File: src/hw/led_trig_defines.vh
// Purpose: constants for the LED and trigger control bank
// Assumes: word registers, byte address = 4 x index
// Notes: reserved bits read as zero
`ifndef LED_TRIG_DEFINES_VH
`define LED_TRIG_DEFINES_VH

// Register indices
`define IDX_LED 10'h030
`define IDX_CTL2 10'h035
`define IDX_CTL2_B 10'h075
`define IDX_UTIL2 10'h010
`define IDX_UTIL3 10'h005
`define IDX_PPL_LO 10'h02c
`define IDX_PPL_HI 10'h02d

// LED register fields
`define LED_SEL_LSB 0
`define LED_SEL_MSB 1
`define LED_LEVEL 2
`define LED_MASK 8'h07
`define LED_RST 8'h00

// LED source codes (bit 1, bit 0)
`define LED_SLOW 2'b00
`define LED_FVAL 2'b10
`define LED_LVAL 2'b01
`define LED_STEADY 2'b11

// Control-2 fields
`define CTL2_SEPARATE_TRIGGER_EN 0
`define CTL2_EXPSEL 1
`define CTL2_FRMSRC 2
`define CTL2_FREERUN 3
`define CTL2_MARK 4
`define CTL2_COUNT 5
`define CTL2_MASK 8'h3f
`define CTL2_RST 8'h00

// Utility bits used here
`define UTIL2_TRIGSEL 7
`define UTIL2_MASK 8'h80
`define UTIL3_INV 0
`define UTIL3_MASK 8'h01
`define UTIL_RST 8'h00

// Frame marker bytes
`define MARK_B0 8'hff
`define MARK_B1 8'h00

// Blink timing
`define CLK_KHZ 200000
`define BLINK_HALF_MS 500
`define BLINK_HALF_CYC (`BLINK_HALF_MS * `CLK_KHZ)
`define BLINK_CNT_W 27

`endif

File: src/hw/grabber_led_trigger_ctrl.v
// Purpose: LED, trigger routing and frame tagging control bank
// Assumes: APB slave, zero wait states, inputs synchronous
// Notes: frame tagging acts on the primary byte stream
//
// Summary of operation
// - Two-bit source field; zero means slow blink
// - Upper bit only: blink while frame valid
// - Lower bit only: blink while line valid
// - Both bits: steady LED from level bit
// - Bit 2 is level; bits 7-3 unused
// - Select zero: each connector uses own timer
// - Select one: both connectors use timer 0
// - Shared trigger: pin A fires both lines
// - Separate: pin A primary, pin B secondary
// - Count bit tags frame with frame count
// - Marker bit tags frame with FF00
// - Free-run bit makes line width free-run
// - Source zero plus select: pin A frames
// - Invert bit flips pin A frame trigger
// - Source one plus select: pin B frames
// - Secondary window sits 0x40 above primary
//
// Our own choice: the APB interface to the registers.
`timescale 1ns/1ps
`include "led_trig_defines.vh"
module grabber_led_trigger_ctrl #(
    parameter integer BLINK_HALF_CYC = `BLINK_HALF_CYC
) (
    // Clock and reset
    input wire mclk_in,
    input wire rst_in,
    // APB slave
    input wire psel_in,
    input wire penable_in,
    input wire pwrite_in,
    input wire [11:0] paddr_in,
    input wire [31:0] pwdata_in,
    input wire [3:0] pstrb_in,
    output wire [31:0] prdata_out,
    output wire pready_out,
    output wire pslverr_out,
    // Camera timing
    input wire fval_in,
    input wire lval_in,
    // Pixel bytes in
    input wire [7:0] pix_data_in,
    input wire pix_sof_in,
    input wire pix_valid_in,
    output wire pix_ready_out,
    // Pixel bytes out
    output wire [7:0] pix_data_out,
    output wire pix_sof_out,
    output wire pix_valid_out,
    input wire pix_ready_in,
    // Trigger pins and shutter timers
    input wire trigger_in_a,
    input wire trigger_in_b,
    input wire [1:0] shutter_in,
    // Connector outputs
    output wire [1:0] exposure_out,
    output wire [1:0] trig_fire_out,
    output wire frame_trig_out,
    output wire [1:0] line_width_freerun_out,
    // Debug LED
    output wire led_out
);
    // Tagger states
    localparam [2:0] ST_IDLE = 3'b001; // Before any frame
    localparam [2:0] ST_B1 = 3'b010; // Second byte next
    localparam [2:0] ST_PASS = 3'b100; // Rest of frame

    // Hit vector bit positions
    localparam integer H_LED = 0;
    localparam integer H_CTL2 = 1;
    localparam integer H_CTL2B = 2;
    localparam integer H_UTIL2 = 3;
    localparam integer H_UTIL3 = 4;
    localparam integer H_PLO = 5;
    localparam integer H_PHI = 6;

    // Software-visible registers
    reg [7:0] led_debug_ctrl_r; // LED source and level
    reg [7:0] link_ctrl_two_r; // Primary control 2
    reg [7:0] link_ctrl_two_secondary_r; // Secondary control 2
    reg [7:0] util2_r; // Trigger select only
    reg [7:0] util3_r; // Trigger invert only
    reg [31:0] prdata_r; // Read data, caught in setup
    reg [31:0] prdata_nxt;

    // Line width measurement
    reg [15:0] ppl_cnt_r; // Bytes this line
    reg [15:0] ppl_r; // Reported width
    reg lval_d_r; // Line valid, one cycle late

    // Frame tagging
    reg [2:0] tag_st_r; // Tagger state
    reg [2:0] tag_st_nxt;
    reg [15:0] frame_cnt_r; // Frames seen
    reg [7:0] tag_data; // Byte after tagging

    // Registered pin outputs
    reg [1:0] exposure_r;
    reg [1:0] exposure_nxt;
    reg [1:0] fire_r;
    reg [1:0] fire_nxt;
    reg frame_trig_r;
    reg frame_trig_nxt;
    reg led_r;
    reg led_nxt;

    // Bus decode and misc nets
    wire [6:0] hit; // One-hot register hit
    wire setup; // APB setup phase
    wire access; // APB access phase
    wire wr_en; // Low byte written
    wire blink; // Slow square wave
    wire in_fire; // Byte accepted
    wire line_end; // Line valid fell
    wire freerun_a;
    wire trigsel;
    wire trig_a_frame; // Pin A, maybe inverted

    // Map a byte address to a one-hot register hit
    function [6:0] reg_hit;
        input [11:0] a;
        begin
            reg_hit = 7'h00;
            if (a[1:0] == 2'b00) begin
                case (a[11:2])
                    `IDX_LED: reg_hit = 7'h01;
                    `IDX_CTL2: reg_hit = 7'h02;
                    `IDX_CTL2_B: reg_hit = 7'h04;
                    `IDX_UTIL2: reg_hit = 7'h08;
                    `IDX_UTIL3: reg_hit = 7'h10;
                    `IDX_PPL_LO: reg_hit = 7'h20;
                    `IDX_PPL_HI: reg_hit = 7'h40;
                    default: reg_hit = 7'h00;
                endcase
            end
        end
    endfunction

    assign hit = reg_hit(paddr_in);
    assign setup = psel_in & ~penable_in;
    assign access = psel_in & penable_in;
    // Only the low lane carries register data
    assign wr_en = access & pwrite_in & pstrb_in[0];

    // Zero wait states keep the master simple
    assign pready_out = 1'b1;
    // Unmapped addresses answer with an error
    assign pslverr_out = access & (hit == 7'h00);
    assign prdata_out = prdata_r;

    // Register writes; unused bits masked to zero
    always @(posedge mclk_in or posedge rst_in) begin
        if (rst_in) begin
            led_debug_ctrl_r <= `LED_RST;
            link_ctrl_two_r <= `CTL2_RST;
            link_ctrl_two_secondary_r <= `CTL2_RST;
            util2_r <= `UTIL_RST;
            util3_r <= `UTIL_RST;
        end else if (wr_en) begin
            if (hit[H_LED]) begin
                led_debug_ctrl_r <= pwdata_in[7:0] & `LED_MASK;
            end
            if (hit[H_CTL2]) begin
                link_ctrl_two_r <= pwdata_in[7:0] & `CTL2_MASK;
            end
            if (hit[H_CTL2B]) begin
                // Same layout as the primary copy
                link_ctrl_two_secondary_r <= pwdata_in[7:0] & `CTL2_MASK;
            end
            if (hit[H_UTIL2]) begin
                util2_r <= pwdata_in[7:0] & `UTIL2_MASK;
            end
            if (hit[H_UTIL3]) begin
                util3_r <= pwdata_in[7:0] & `UTIL3_MASK;
            end
        end
    end

    // Read mux, sampled in setup so data comes from a flop
    always @* begin
        prdata_nxt = 32'h0000_0000;
        case (1'b1)
            hit[H_LED]: prdata_nxt[7:0] = led_debug_ctrl_r;
            hit[H_CTL2]: prdata_nxt[7:0] = link_ctrl_two_r;
            hit[H_CTL2B]: prdata_nxt[7:0] = link_ctrl_two_secondary_r;
            hit[H_UTIL2]: prdata_nxt[7:0] = util2_r;
            hit[H_UTIL3]: prdata_nxt[7:0] = util3_r;
            hit[H_PLO]: prdata_nxt[7:0] = ppl_r[7:0];
            hit[H_PHI]: prdata_nxt[7:0] = ppl_r[15:8];
            default: prdata_nxt = 32'h0000_0000;
        endcase
    end

    // Hold read data through the access phase
    always @(posedge mclk_in or posedge rst_in) begin
        if (rst_in) begin
            prdata_r <= 32'h0000_0000;
        end else if (setup) begin
            prdata_r <= prdata_nxt;
        end
    end

    // Slow blink source shared by all blink modes
    led_blink_div #(
        .HALF_CYC(BLINK_HALF_CYC)
    ) u_blink (
        .mclk_in(mclk_in),
        .rst_in(rst_in),
        .blink_out(blink)
    );

    // LED source select
    always @* begin
        case (led_debug_ctrl_r[`LED_SEL_MSB:`LED_SEL_LSB])
            `LED_SLOW: led_nxt = blink;
            `LED_FVAL: led_nxt = blink & fval_in;
            `LED_LVAL: led_nxt = blink & lval_in;
            `LED_STEADY: led_nxt = led_debug_ctrl_r[`LED_LEVEL];
            default: led_nxt = 1'b0;
        endcase
    end

    // Per-connector exposure and trigger routing
    genvar i;
    generate
        for (i = 0; i < 2; i = i + 1) begin : g_conn
            always @* begin
                // Connector 0 always follows module 0
                if (i == 0 || link_ctrl_two_r[`CTL2_EXPSEL]) begin
                    exposure_nxt[i] = shutter_in[0];
                end else begin
                    exposure_nxt[i] = shutter_in[i];
                end
                // Pin B only reaches connector 1 when separate
                if (i == 0 || !link_ctrl_two_r[`CTL2_SEPARATE_TRIGGER_EN]) begin
                    fire_nxt[i] = trigger_in_a;
                end else begin
                    fire_nxt[i] = trigger_in_b;
                end
            end
        end
    endgenerate

    // Frame trigger pin choice; invert applies to pin A only
    assign trigsel = util2_r[`UTIL2_TRIGSEL];
    assign trig_a_frame = trigger_in_a ^ util3_r[`UTIL3_INV];
    always @* begin
        frame_trig_nxt = 1'b0;
        if (trigsel) begin
            if (link_ctrl_two_r[`CTL2_FRMSRC]) begin
                frame_trig_nxt = trigger_in_b;
            end else begin
                frame_trig_nxt = trig_a_frame;
            end
        end
    end

    // Pin outputs registered to keep them glitch free
    always @(posedge mclk_in or posedge rst_in) begin
        if (rst_in) begin
            exposure_r <= 2'b00;
            fire_r <= 2'b00;
            frame_trig_r <= 1'b0;
            led_r <= 1'b0;
        end else begin
            exposure_r <= exposure_nxt;
            fire_r <= fire_nxt;
            frame_trig_r <= frame_trig_nxt;
            led_r <= led_nxt;
        end
    end

    assign exposure_out = exposure_r;
    assign trig_fire_out = fire_r;
    assign frame_trig_out = frame_trig_r;
    assign led_out = led_r;
    assign line_width_freerun_out[0] = link_ctrl_two_r[`CTL2_FREERUN];
    assign line_width_freerun_out[1] = link_ctrl_two_secondary_r[`CTL2_FREERUN];
    assign freerun_a = link_ctrl_two_r[`CTL2_FREERUN];

    // Bytes enter the buffer only when it has room
    assign in_fire = pix_valid_in & pix_ready_out;
    assign line_end = lval_d_r & ~lval_in;

    // Tagger next state; start of frame always restarts it
    always @* begin
        case (tag_st_r)
            ST_IDLE: tag_st_nxt = ST_IDLE;
            ST_B1: tag_st_nxt = ST_PASS;
            ST_PASS: tag_st_nxt = ST_PASS;
            default: tag_st_nxt = ST_IDLE;
        endcase
        if (in_fire && pix_sof_in) begin
            tag_st_nxt = ST_B1;
        end else if (!in_fire) begin
            tag_st_nxt = tag_st_r;
        end
    end

    // Overwrite the first two bytes; count wins over marker
    always @* begin
        tag_data = pix_data_in;
        if (pix_sof_in) begin
            if (link_ctrl_two_r[`CTL2_COUNT]) begin
                tag_data = frame_cnt_r[7:0];
            end else if (link_ctrl_two_r[`CTL2_MARK]) begin
                tag_data = `MARK_B0;
            end
        end else if (tag_st_r == ST_B1) begin
            if (link_ctrl_two_r[`CTL2_COUNT]) begin
                tag_data = frame_cnt_r[15:8];
            end else if (link_ctrl_two_r[`CTL2_MARK]) begin
                tag_data = `MARK_B1;
            end
        end
    end

    // Tagger state and frame counter
    always @(posedge mclk_in or posedge rst_in) begin
        if (rst_in) begin
            tag_st_r <= ST_IDLE;
            frame_cnt_r <= 16'h0000;
        end else begin
            tag_st_r <= tag_st_nxt;
            // Counter steps after the second byte is tagged
            if (in_fire && tag_st_r == ST_B1 && !pix_sof_in) begin
                frame_cnt_r <= frame_cnt_r + 16'h0001;
            end
        end
    end

    // Line width: latched per line, or live when free-running
    always @(posedge mclk_in or posedge rst_in) begin
        if (rst_in) begin
            ppl_cnt_r <= 16'h0000;
            ppl_r <= 16'h0000;
            lval_d_r <= 1'b0;
        end else begin
            lval_d_r <= lval_in;
            if (freerun_a) begin
                // Never cleared; reads track the running count
                if (in_fire && lval_in) begin
                    ppl_cnt_r <= ppl_cnt_r + 16'h0001;
                end
                ppl_r <= ppl_cnt_r;
            end else if (line_end) begin
                ppl_r <= ppl_cnt_r;
                ppl_cnt_r <= 16'h0000;
            end else if (in_fire && lval_in) begin
                ppl_cnt_r <= ppl_cnt_r + 16'h0001;
            end
        end
    end

    // Buffer so a stalled receiver loses no byte
    pix_buf2 #(
        .WIDTH(9)
    ) u_buf (
        .mclk_in(mclk_in),
        .rst_in(rst_in),
        .in_data_in({pix_sof_in, tag_data}),
        .in_valid_in(pix_valid_in),
        .in_ready_out(pix_ready_out),
        .out_data_out({pix_sof_out, pix_data_out}),
        .out_valid_out(pix_valid_out),
        .out_ready_in(pix_ready_in)
    );
endmodule // grabber_led_trigger_ctrl

File: src/hw/led_blink_div.v
// Purpose: free-running slow blink divider
// Assumes: HALF_CYC at least 1
// Notes: period is 2 x HALF_CYC cycles
`timescale 1ns/1ps
`include "led_trig_defines.vh"
module led_blink_div #(
    parameter integer HALF_CYC = `BLINK_HALF_CYC
) (
    // Clock and reset
    input wire mclk_in,
    input wire rst_in,
    // Square wave
    output wire blink_out
);
    reg [`BLINK_CNT_W-1:0] cnt_r; // Cycles in this half
    reg blink_r; // Current phase
    wire wrap; // Half period done

    assign wrap = ({5'h00, cnt_r} == (HALF_CYC - 1));
    assign blink_out = blink_r;

    // Count and flip the phase at each wrap
    always @(posedge mclk_in or posedge rst_in) begin
        if (rst_in) begin
            cnt_r <= {`BLINK_CNT_W{1'b0}};
            blink_r <= 1'b0;
        end else if (wrap) begin
            cnt_r <= {`BLINK_CNT_W{1'b0}};
            blink_r <= ~blink_r;
        end else begin
            cnt_r <= cnt_r + 1'b1;
        end
    end
endmodule // led_blink_div

File: src/hw/pix_buf2.v
// Purpose: two-entry buffer with valid/ready on both sides
// Assumes: one clock
// Notes: a stalled sink stops the source at two words
`timescale 1ns/1ps
module pix_buf2 #(
    parameter integer WIDTH = 9
) (
    // Clock and reset
    input wire mclk_in,
    input wire rst_in,
    // Fill side
    input wire [WIDTH-1:0] in_data_in,
    input wire in_valid_in,
    output wire in_ready_out,
    // Drain side
    output wire [WIDTH-1:0] out_data_out,
    output wire out_valid_out,
    input wire out_ready_in
);
    reg [WIDTH-1:0] mem [0:1]; // Storage
    reg wr_ptr_r; // Next slot to fill
    reg rd_ptr_r; // Oldest slot
    reg [1:0] cnt_r; // Words held
    wire push;
    wire pop;

    assign in_ready_out = (cnt_r != 2'd2);
    assign out_valid_out = (cnt_r != 2'd0);
    assign out_data_out = mem[rd_ptr_r];
    assign push = in_valid_in & in_ready_out;
    assign pop = out_valid_out & out_ready_in;

    // Storage has no reset; count guards it
    always @(posedge mclk_in) begin
        if (push) begin
            mem[wr_ptr_r] <= in_data_in;
        end
    end

    // Pointers and occupancy
    always @(posedge mclk_in or posedge rst_in) begin
        if (rst_in) begin
            wr_ptr_r <= 1'b0;
            rd_ptr_r <= 1'b0;
            cnt_r <= 2'd0;
        end else begin
            if (push) begin
                wr_ptr_r <= ~wr_ptr_r;
            end
            if (pop) begin
                rd_ptr_r <= ~rd_ptr_r;
            end
            if (push & ~pop) begin
                cnt_r <= cnt_r + 2'd1;
            end else if (pop & ~push) begin
                cnt_r <= cnt_r - 2'd1;
            end
        end
    end
endmodule // pix_buf2

File: config.mk
export PLATFORM = sky130hd
export DESIGN_NAME = grabber_led_trigger_ctrl
export DESIGN_NICKNAME = d
export VERILOG_FILES = /design/src/hw/grabber_led_trigger_ctrl.v /design/src/hw/led_blink_div.v /design/src/hw/pix_buf2.v
export VERILOG_INCLUDE_DIRS = /design/src /design/src/hw
export SDC_FILE = /design/constraint.sdc
export NUM_CORES = 1
export LEC_CHECK = 0
export ABC_AREA = 0
export BUFFER_PORTS_ARGS = -buffer_cell sky130_fd_sc_hd__buf_2
export CORE_MARGIN = 2
export CORE_UTILIZATION = 50
export CTS_BUF_LIST = sky130_fd_sc_hd__clkbuf_4 sky130_fd_sc_hd__clkbuf_8
export CTS_CLUSTER_DIAMETER = 60
export DETAILED_ROUTE_END_ITERATION = 8
export PLACE_DENSITY = 0.73
export RECOVER_POWER = 100
export SLEW_MARGIN = 30
export SYNTH_ARGS = -nofsm -noshare
export SYNTH_HDL_FRONTEND = slang
export SYNTH_SLANG_ARGS = --single-unit
File: constraint.sdc
create_clock -name mclk_in -period 7.7 [get_ports mclk_in]
set_clock_uncertainty 0.1 [all_clocks]
set_input_delay 1.925 -clock mclk_in [delete_from_list [all_inputs] [get_ports mclk_in]]
set_output_delay 1.925 -clock mclk_in [all_outputs]
set_load 0.1 [all_outputs]
==> results_dict.tcl, run 1 <==
set metrics [dict create \
    stdcell_count 861 \
    grt_use_met1_pct 25.9 \
    fin_tns_setup_ps 0 \
    crit_chain "clkbuf_1 -> or4b_2 -> o21ai_0 -> a21oi_1 -> o211a_1 -> clkbuf_1" \
    cts.hold.buffers_added 0 \
    nets 753 \
    wl_per_cell_um 15.7 \
    antenna_found_initial 0 \
    cts_resized 0 \
    critPathKind "in -> out" \
    syn_area_mm2 0.00658 \
    outcome "finished, violations left" \
    syn-instance-count 608 \
    ys_seq_area_share_pct 52.0 \
    clkLatencyLatePin_ps 440 \
    multi_input_area_mm2 0.00290 \
    register_area_mm2 0.00342 \
    powerDensity_mw_per_mm2 258 \
    synth_top_area_share_pct 43.4 \
    area_growth_pct 10.3 \
    fp.dieW_um 119 \
    ioPinCount 123 \
    num-fill-cells 1149 \
    cap_violations 1 \
    io_buffer_count 69 \
    worst_path_max_delay_cell "clkbuf_1" \
    final-hold-violation-count 0 \
    worstPathRequired_ps 5680 \
    clk_pin_slew_ps 70 \
    cts_max_level 4 \
    cp-end-kind "primary output" \
    synth_top_family_by_area "simple AND/OR/NAND/NOR gates" \
    grt_pass1_vias 4788 \
    r2r_cells 5 \
    ir_drop_uv 151 \
    remaining_drc_errors 0 \
    initial_core_util_pct 51.7 \
    cts_buffers 17 \
    hold_depth 1 \
    max_slew_margin_pct -11.7 \
    synth_cell_type_count 52 \
    cp.arrival_ps 4110 \
    grt_max_degree 80 \
    synthAdderAreaFrac_pct 1.33 \
    worst_pin_slew_ps 1670 \
    post-cts-setup-buffers 0 \
    dp_slack_ps 2090 \
    synth_compound_area_share_pct 7.36 \
    synthTopCellsByArea "dfrtp_1 (43%), edfxtp_1 (8.2%), mux2_2 (7.7%), xnor2_1 (4.9%), buf_4 (3.1%)" \
    drive_above_1_share_pct 17.7 \
    yosys.area_share.simple_pct 18.3 \
    violations "max-capacitance violations, max-slew violations" \
    critPathMaxStageDelay_ps 870 \
    drtPass1Iterations 5 \
    mostFrequentLayoutCells "dfrtp_1 (114), nor2_1 (51), nand2_1 (49)" \
    hold_end "u_blink.blink_out" \
    synth_xor_xnor_area_share_pct 7.06 \
    cts_root_buf "clkbuf_8" \
    dp.cells 829 \
    num_antenna_cells 0 \
    dr_total_vias 4767 \
    drt_iter0_drc 402 \
    reg2reg_slack_ps 5210 \
    hp-class "reg -> reg" \
    grt_usage_pct 20.2 \
    drt-vias-per-instance 5.54 \
    period_share_pct 79.6 \
    ys_seq_elements 133 \
    dpl.hpwl_mm 9.61 \
    crit_family "buffers and inverters" \
    grt_pass1_wl_mm 22.9 \
    use_met3_pct 5.98 \
    layout_commonest_cell "dfrtp_1" \
    worstHoldStart "u_blink.blink_out" \
    period_minus_slack_ps 6130 \
    syn_avg_cell_area_um2 10.8 \
    overflow 0 \
    cts.sinks 133 \
    rsz0062_at_grt "false" \
    rr_endpoint "u_blink.cnt_r[18]" \
    die_h_um 119 \
    grt_use_met2_pct 32.8 \
    max_freq_mhz 163 \
    wirelength_mm 13.5 \
    drv_slew 38 \
    setup_viol 0 \
    rr_startpoint "u_blink.cnt_r[0]" \
    synth_top_cell_by_area "dfrtp_1" \
    worst_slack_ps 1570 \
    core_area_mm2 0.0127 \
    startpoint "paddr_in[2]" \
    rows 41 \
    drtAntennaViolNets 0 \
    die_area_mm2 0.0141 \
    grt_busiest_layer "met2" \
    power_leakage_uw 0.00318 \
    cpMostUsedCell "clkbuf_1" \
    cts_tree "yes" \
    synthMuxAreaShare_pct 8.92 \
    synth_ff_type "dfrtp_1" \
    cp_max_fo 13 \
    synth_edf_count 18 \
    ctsLongestPathBuffers 2 \
    gp_congestion 0.928 \
    critPathBufInv 2 \
    ys_async_sr_fraction_pct 86.5 \
    ys_warn_count 0 \
    critPathLaunchType "input port" \
]
## cells in the mapped netlist (9+ instances only)
master    count
nand2_1      49
nand4_1      13
nand2b_1     11
nand3_1      20
clkbuf_1     12
nor2_1       51
xor2_1       16
buf_4        27
inv_1         9
edfxtp_1     18
mux2_2       45
a21oi_1      13
dfrtp_1     114
and3_1       16
nor3_1       15
xnor2_1      37
o21ai_0      28
## layer usage
layer	up-vias	share of wire [%]
li1	2259	-
met1	2350	43
met2	139	49
met3	19	6.1
met4	0	1.3
met5	-	0
## flip-flops by register name (all words and copies together) (netlist names), 2 cells and up
name	flops
link_ctrl_two_secondary_r	6
ppl_cnt_r	16
led_debug_ctrl_r	3
trig_fire_out	2
frame_cnt_r	16
tag_st_r	3
u_buf.mem	18
u_blink.cnt_r	27
prdata_out	8
ppl_r	16
exposure_out	2
link_ctrl_two_r	6
u_buf.cnt_r	2
## cells by family (layout without fill, tap and decap cells)
kind of cell,after synthesis,count (layout)
fa+ha+maj,7,7
mux,53,53
flops,133,133
other cells,2,25
buf+inv,56,114
xor+xnor,53,53
compound gates,77,77
simple gates,227,227
## power by group
part | switching, uW | total, uW | internal, uW | leakage, uW
Sequential | 51.0 | 835 | 784 | 0.00172
Clock | 260 | 529 | 269 | 0.000187
Combinational | 399 | 505 | 106 | 0.00127
## worst max-delay path by stage
| stage | end | cells after the start |
|---|---|---|
| final | pslverr_out | 6 |
| after global routing | pslverr_out | 6 |
| after CTS | pslverr_out | 6 |
| after detailed placement | pslverr_out | 6 |
| after global placement | pslverr_out | 6 |
| after floorplan | pslverr_out | 4 |
## worst reg2reg max path, cell delays in order, from the launching register on
cell	delay [ps]
dfrtp_1	400
ha_1	200
nand3_1	210
or2_0	430
nor4_1	870
nor2_1	130
## through the flow
step / power (uW) / utilization, % / cell area, um2 / hold slack (ps)
2_1_floorplan: 1280 / - / 6660 / 344
3_3_place_gp: 1350 / 54.7 / 6960 / 359
3_5_place_dp: 1360 / 54.7 / 6960 / 368
4_1_cts: 1900 / 57.5 / 7320 / 380
5_1_grt: 1950 / 57.0 / 7250 / 386
6_report: 1870 / 57.0 / 7250 / 373
## final cells by class
class                      instances  area share (%)
sequential                       133            47.2
tap                              172            2.97
clock inverter                    10            1.16
timing repair buffer              72            4.49
inverter                          10           0.535
clock buffer                      22            3.75
multi-input combinational        442            39.9
No activity file was read; power rests on OpenSTA's default activity.
==> inputs of run 2 (changes only) <==
==> constraint.sdc (replaced) <==
create_clock -name mclk_in -period 6 [get_ports mclk_in]
set_clock_uncertainty 0.1 [all_clocks]
set_input_delay 1.5 -clock mclk_in [delete_from_list [all_inputs] [get_ports mclk_in]]
set_output_delay 1.5 -clock mclk_in [all_outputs]
set_load 0.1 [all_outputs]
==> run 2 against run 1 <==
  * The flow still finishes with violations (max-capacitance violations, max-slew violations)
  * Register-to-register slack lost 1700 ps
  * Cell area rose by 0.16%
  * Largest cell class unchanged
  * Routed wire length is 0.98% lower
  * Critical path depth unchanged
  * Non-clock buffer count did not move
  * Utilization grew 0.089 points
  * Highest routed layer unchanged
  * Clock power grew 33%
  * Combinational power increased by 29%
  * Total power is 30% higher
  * Flip-flop and latch count stayed put
  * Critical endpoint unchanged
  * Via count rose by 0.27%
==> results_dict.tcl, run 2 (synthesized netlist as in run 1, its figures left out) <==
set metrics [dict create \
    die_h_um 119 \
    worst_path_max_delay_cell "clkbuf_1" \
    die_area_mm2 0.0141 \
    cp-end-kind "primary output" \
    crit_chain "clkbuf_1 -> or4b_2 -> o21ai_0 -> a21oi_1 -> o211a_1 -> clkbuf_1" \
    num_antenna_cells 0 \
    antenna_found_initial 0 \
    nets 753 \
    p_seq_share_pct 44.3 \
    critPathBufInv 2 \
    cts_tree "yes" \
    mostFrequentLayoutCells "dfrtp_1 (114), nor2_1 (51), nand2_1 (49)" \
    initial_core_util_pct 51.7 \
    drtPass1Iterations 5 \
    clkLatencyLatePin_ps 430 \
    switchingPower_uw 911 \
    area_growth_pct 10.4 \
    worstPathRequired_ps 4400 \
    crit_family "buffers and inverters" \
    grt_pass1_vias 4701 \
    grt_usage_pct 19.7 \
    wl_per_cell_um 15.6 \
    period_minus_slack_ps 5300 \
    ctsLongestPathBuffers 2 \
    hp-class "reg -> reg" \
    p_sw_share_pct 37.6 \
    io_buffer_count 69 \
    setup_viol 0 \
    worst_slack_ps 702 \
    drtAntennaViolNets 0 \
    outcome "finished, violations left" \
    max_slew_margin_pct -130 \
    ir_drop_uv 146 \
    ioPinCount 123 \
    layout_commonest_cell "dfrtp_1" \
    grt_pass1_wl_mm 22.4 \
    core_area_mm2 0.0127 \
    comb_power_share_pct 26.8 \
    cts_root_buf "clkbuf_8" \
    critPathMaxStageDelay_ps 870 \
    violations "max-capacitance violations, max-slew violations" \
    cts.hold.buffers_added 0 \
    max_freq_mhz 189 \
    dpl.hpwl_mm 9.61 \
    dr_total_vias 4780 \
    fin_tns_setup_ps 0 \
    largest_register_ff_count 27 \
    post-cts-setup-buffers 0 \
    overflow 0 \
    period_share_pct 88.3 \
    cp.arrival_ps 3700 \
    pwr-share-clk_pct 28.9 \
    cap_violations 1 \
    drt_iter0_drc 403 \
    hold_slack_ps 379 \
    critPathKind "in -> out" \
    drv_slew 81 \
    p_int_uw 1510 \
    worst_pin_slew_ps 3420 \
    drt-vias-per-instance 5.56 \
    rsz0062_at_grt "false" \
    largest-register "u_blink.cnt_r" \
    dp.cells 829 \
    cts_resized 0 \
    fp.dieW_um 119 \
    gp_congestion 0.923 \
    powerDensity_mw_per_mm2 334 \
    final-hold-violation-count 0 \
    critPathLaunchType "input port" \
    cp_max_fo 13 \
    dp_slack_ps 1230 \
    wirelength_mm 13.4 \
    cts.sinks 133 \
    stdcell_count 860 \
    grt_max_degree 81 \
    cpMostUsedCell "clkbuf_1" \
    largestRegisters "u_blink.cnt_r: 27 flops, u_buf.mem: 18 flops" \
    power_leakage_uw 0.00318 \
    rows 41 \
    clk_pin_slew_ps 70 \
    cts_max_level 4 \
    drive_above_1_share_pct 17.6 \
    remaining_drc_errors 0 \
    cts_buffers 17 \
]
==> run 2: changes by cell type in the layout (fill, tap and decap cells not counted), sizes merged <==
| cell | change |
|---|---|
| clkinv | -4 |
| clkbuf | +3 |
| clkinvlp | +1 |
| inv | +1 |
| buf | -2 |
==> run 2: final timing paths <==
path,startpoint,end,slack (ps),cells past startpoint
max,paddr_in[2],pslverr_out,700,6
min,u_blink.blink_out,u_blink.blink_out,380,1
min reg2reg,u_blink.blink_out,u_blink.blink_out,380,1
max reg2reg,u_blink.cnt_r[0],u_blink.cnt_r[21],3490,5
min in group asynchronous,rst_in,u_blink.blink_out,1970,2
max in group asynchronous,rst_in,prdata_out[4],1800,3
==> run 2: power groups by stage <==
stage	Clock, uW	Combinational [uW]	Sequential [uW]
floorplan	0	577	1070
global placement	0	644	1080
detailed placement	0	662	1090
CTS	724	665	1070
global route	761	687	1080
finish	702	649	1070
==> run 2: area by class of cell <==
| class | count | area [um2] |
|---|---|---|
| multi-input combinational | 442 | 2900 |
| tap | 172 | 215 |
| clock buffer | 23 | 298 |
| clock inverter | 8 | 76.3 |
| inverter | 10 | 38.8 |
| fill | 1121 | 5460 |
| timing repair buffer | 72 | 318 |
| sequential | 133 | 3420 |
==> run 2: per-stage QoR <==
| step | utilization (%) | total power (uW) | instance area, um2 |
|---|---|---|---|
| after floorplan | - | 1650 | 6660 |
| after global placement | 54.7 | 1730 | 6960 |
| after detailed placement | 54.7 | 1750 | 6960 |
| after CTS | 57.7 | 2460 | 7340 |
| after global routing | 57.1 | 2530 | 7260 |
| final | 57.1 | 2420 | 7260 |
==> run 2: layer usage <==
layer	global-route usage (%)	vias up	share of wire (%)	routed length [um]
met5	0	-	0	0
met4	7.22	0	1.8	236
met3	6.18	20	6.4	855
li1	-	2254	-	-
met1	25.4	2359	43	5790
met2	31.3	147	49	6530
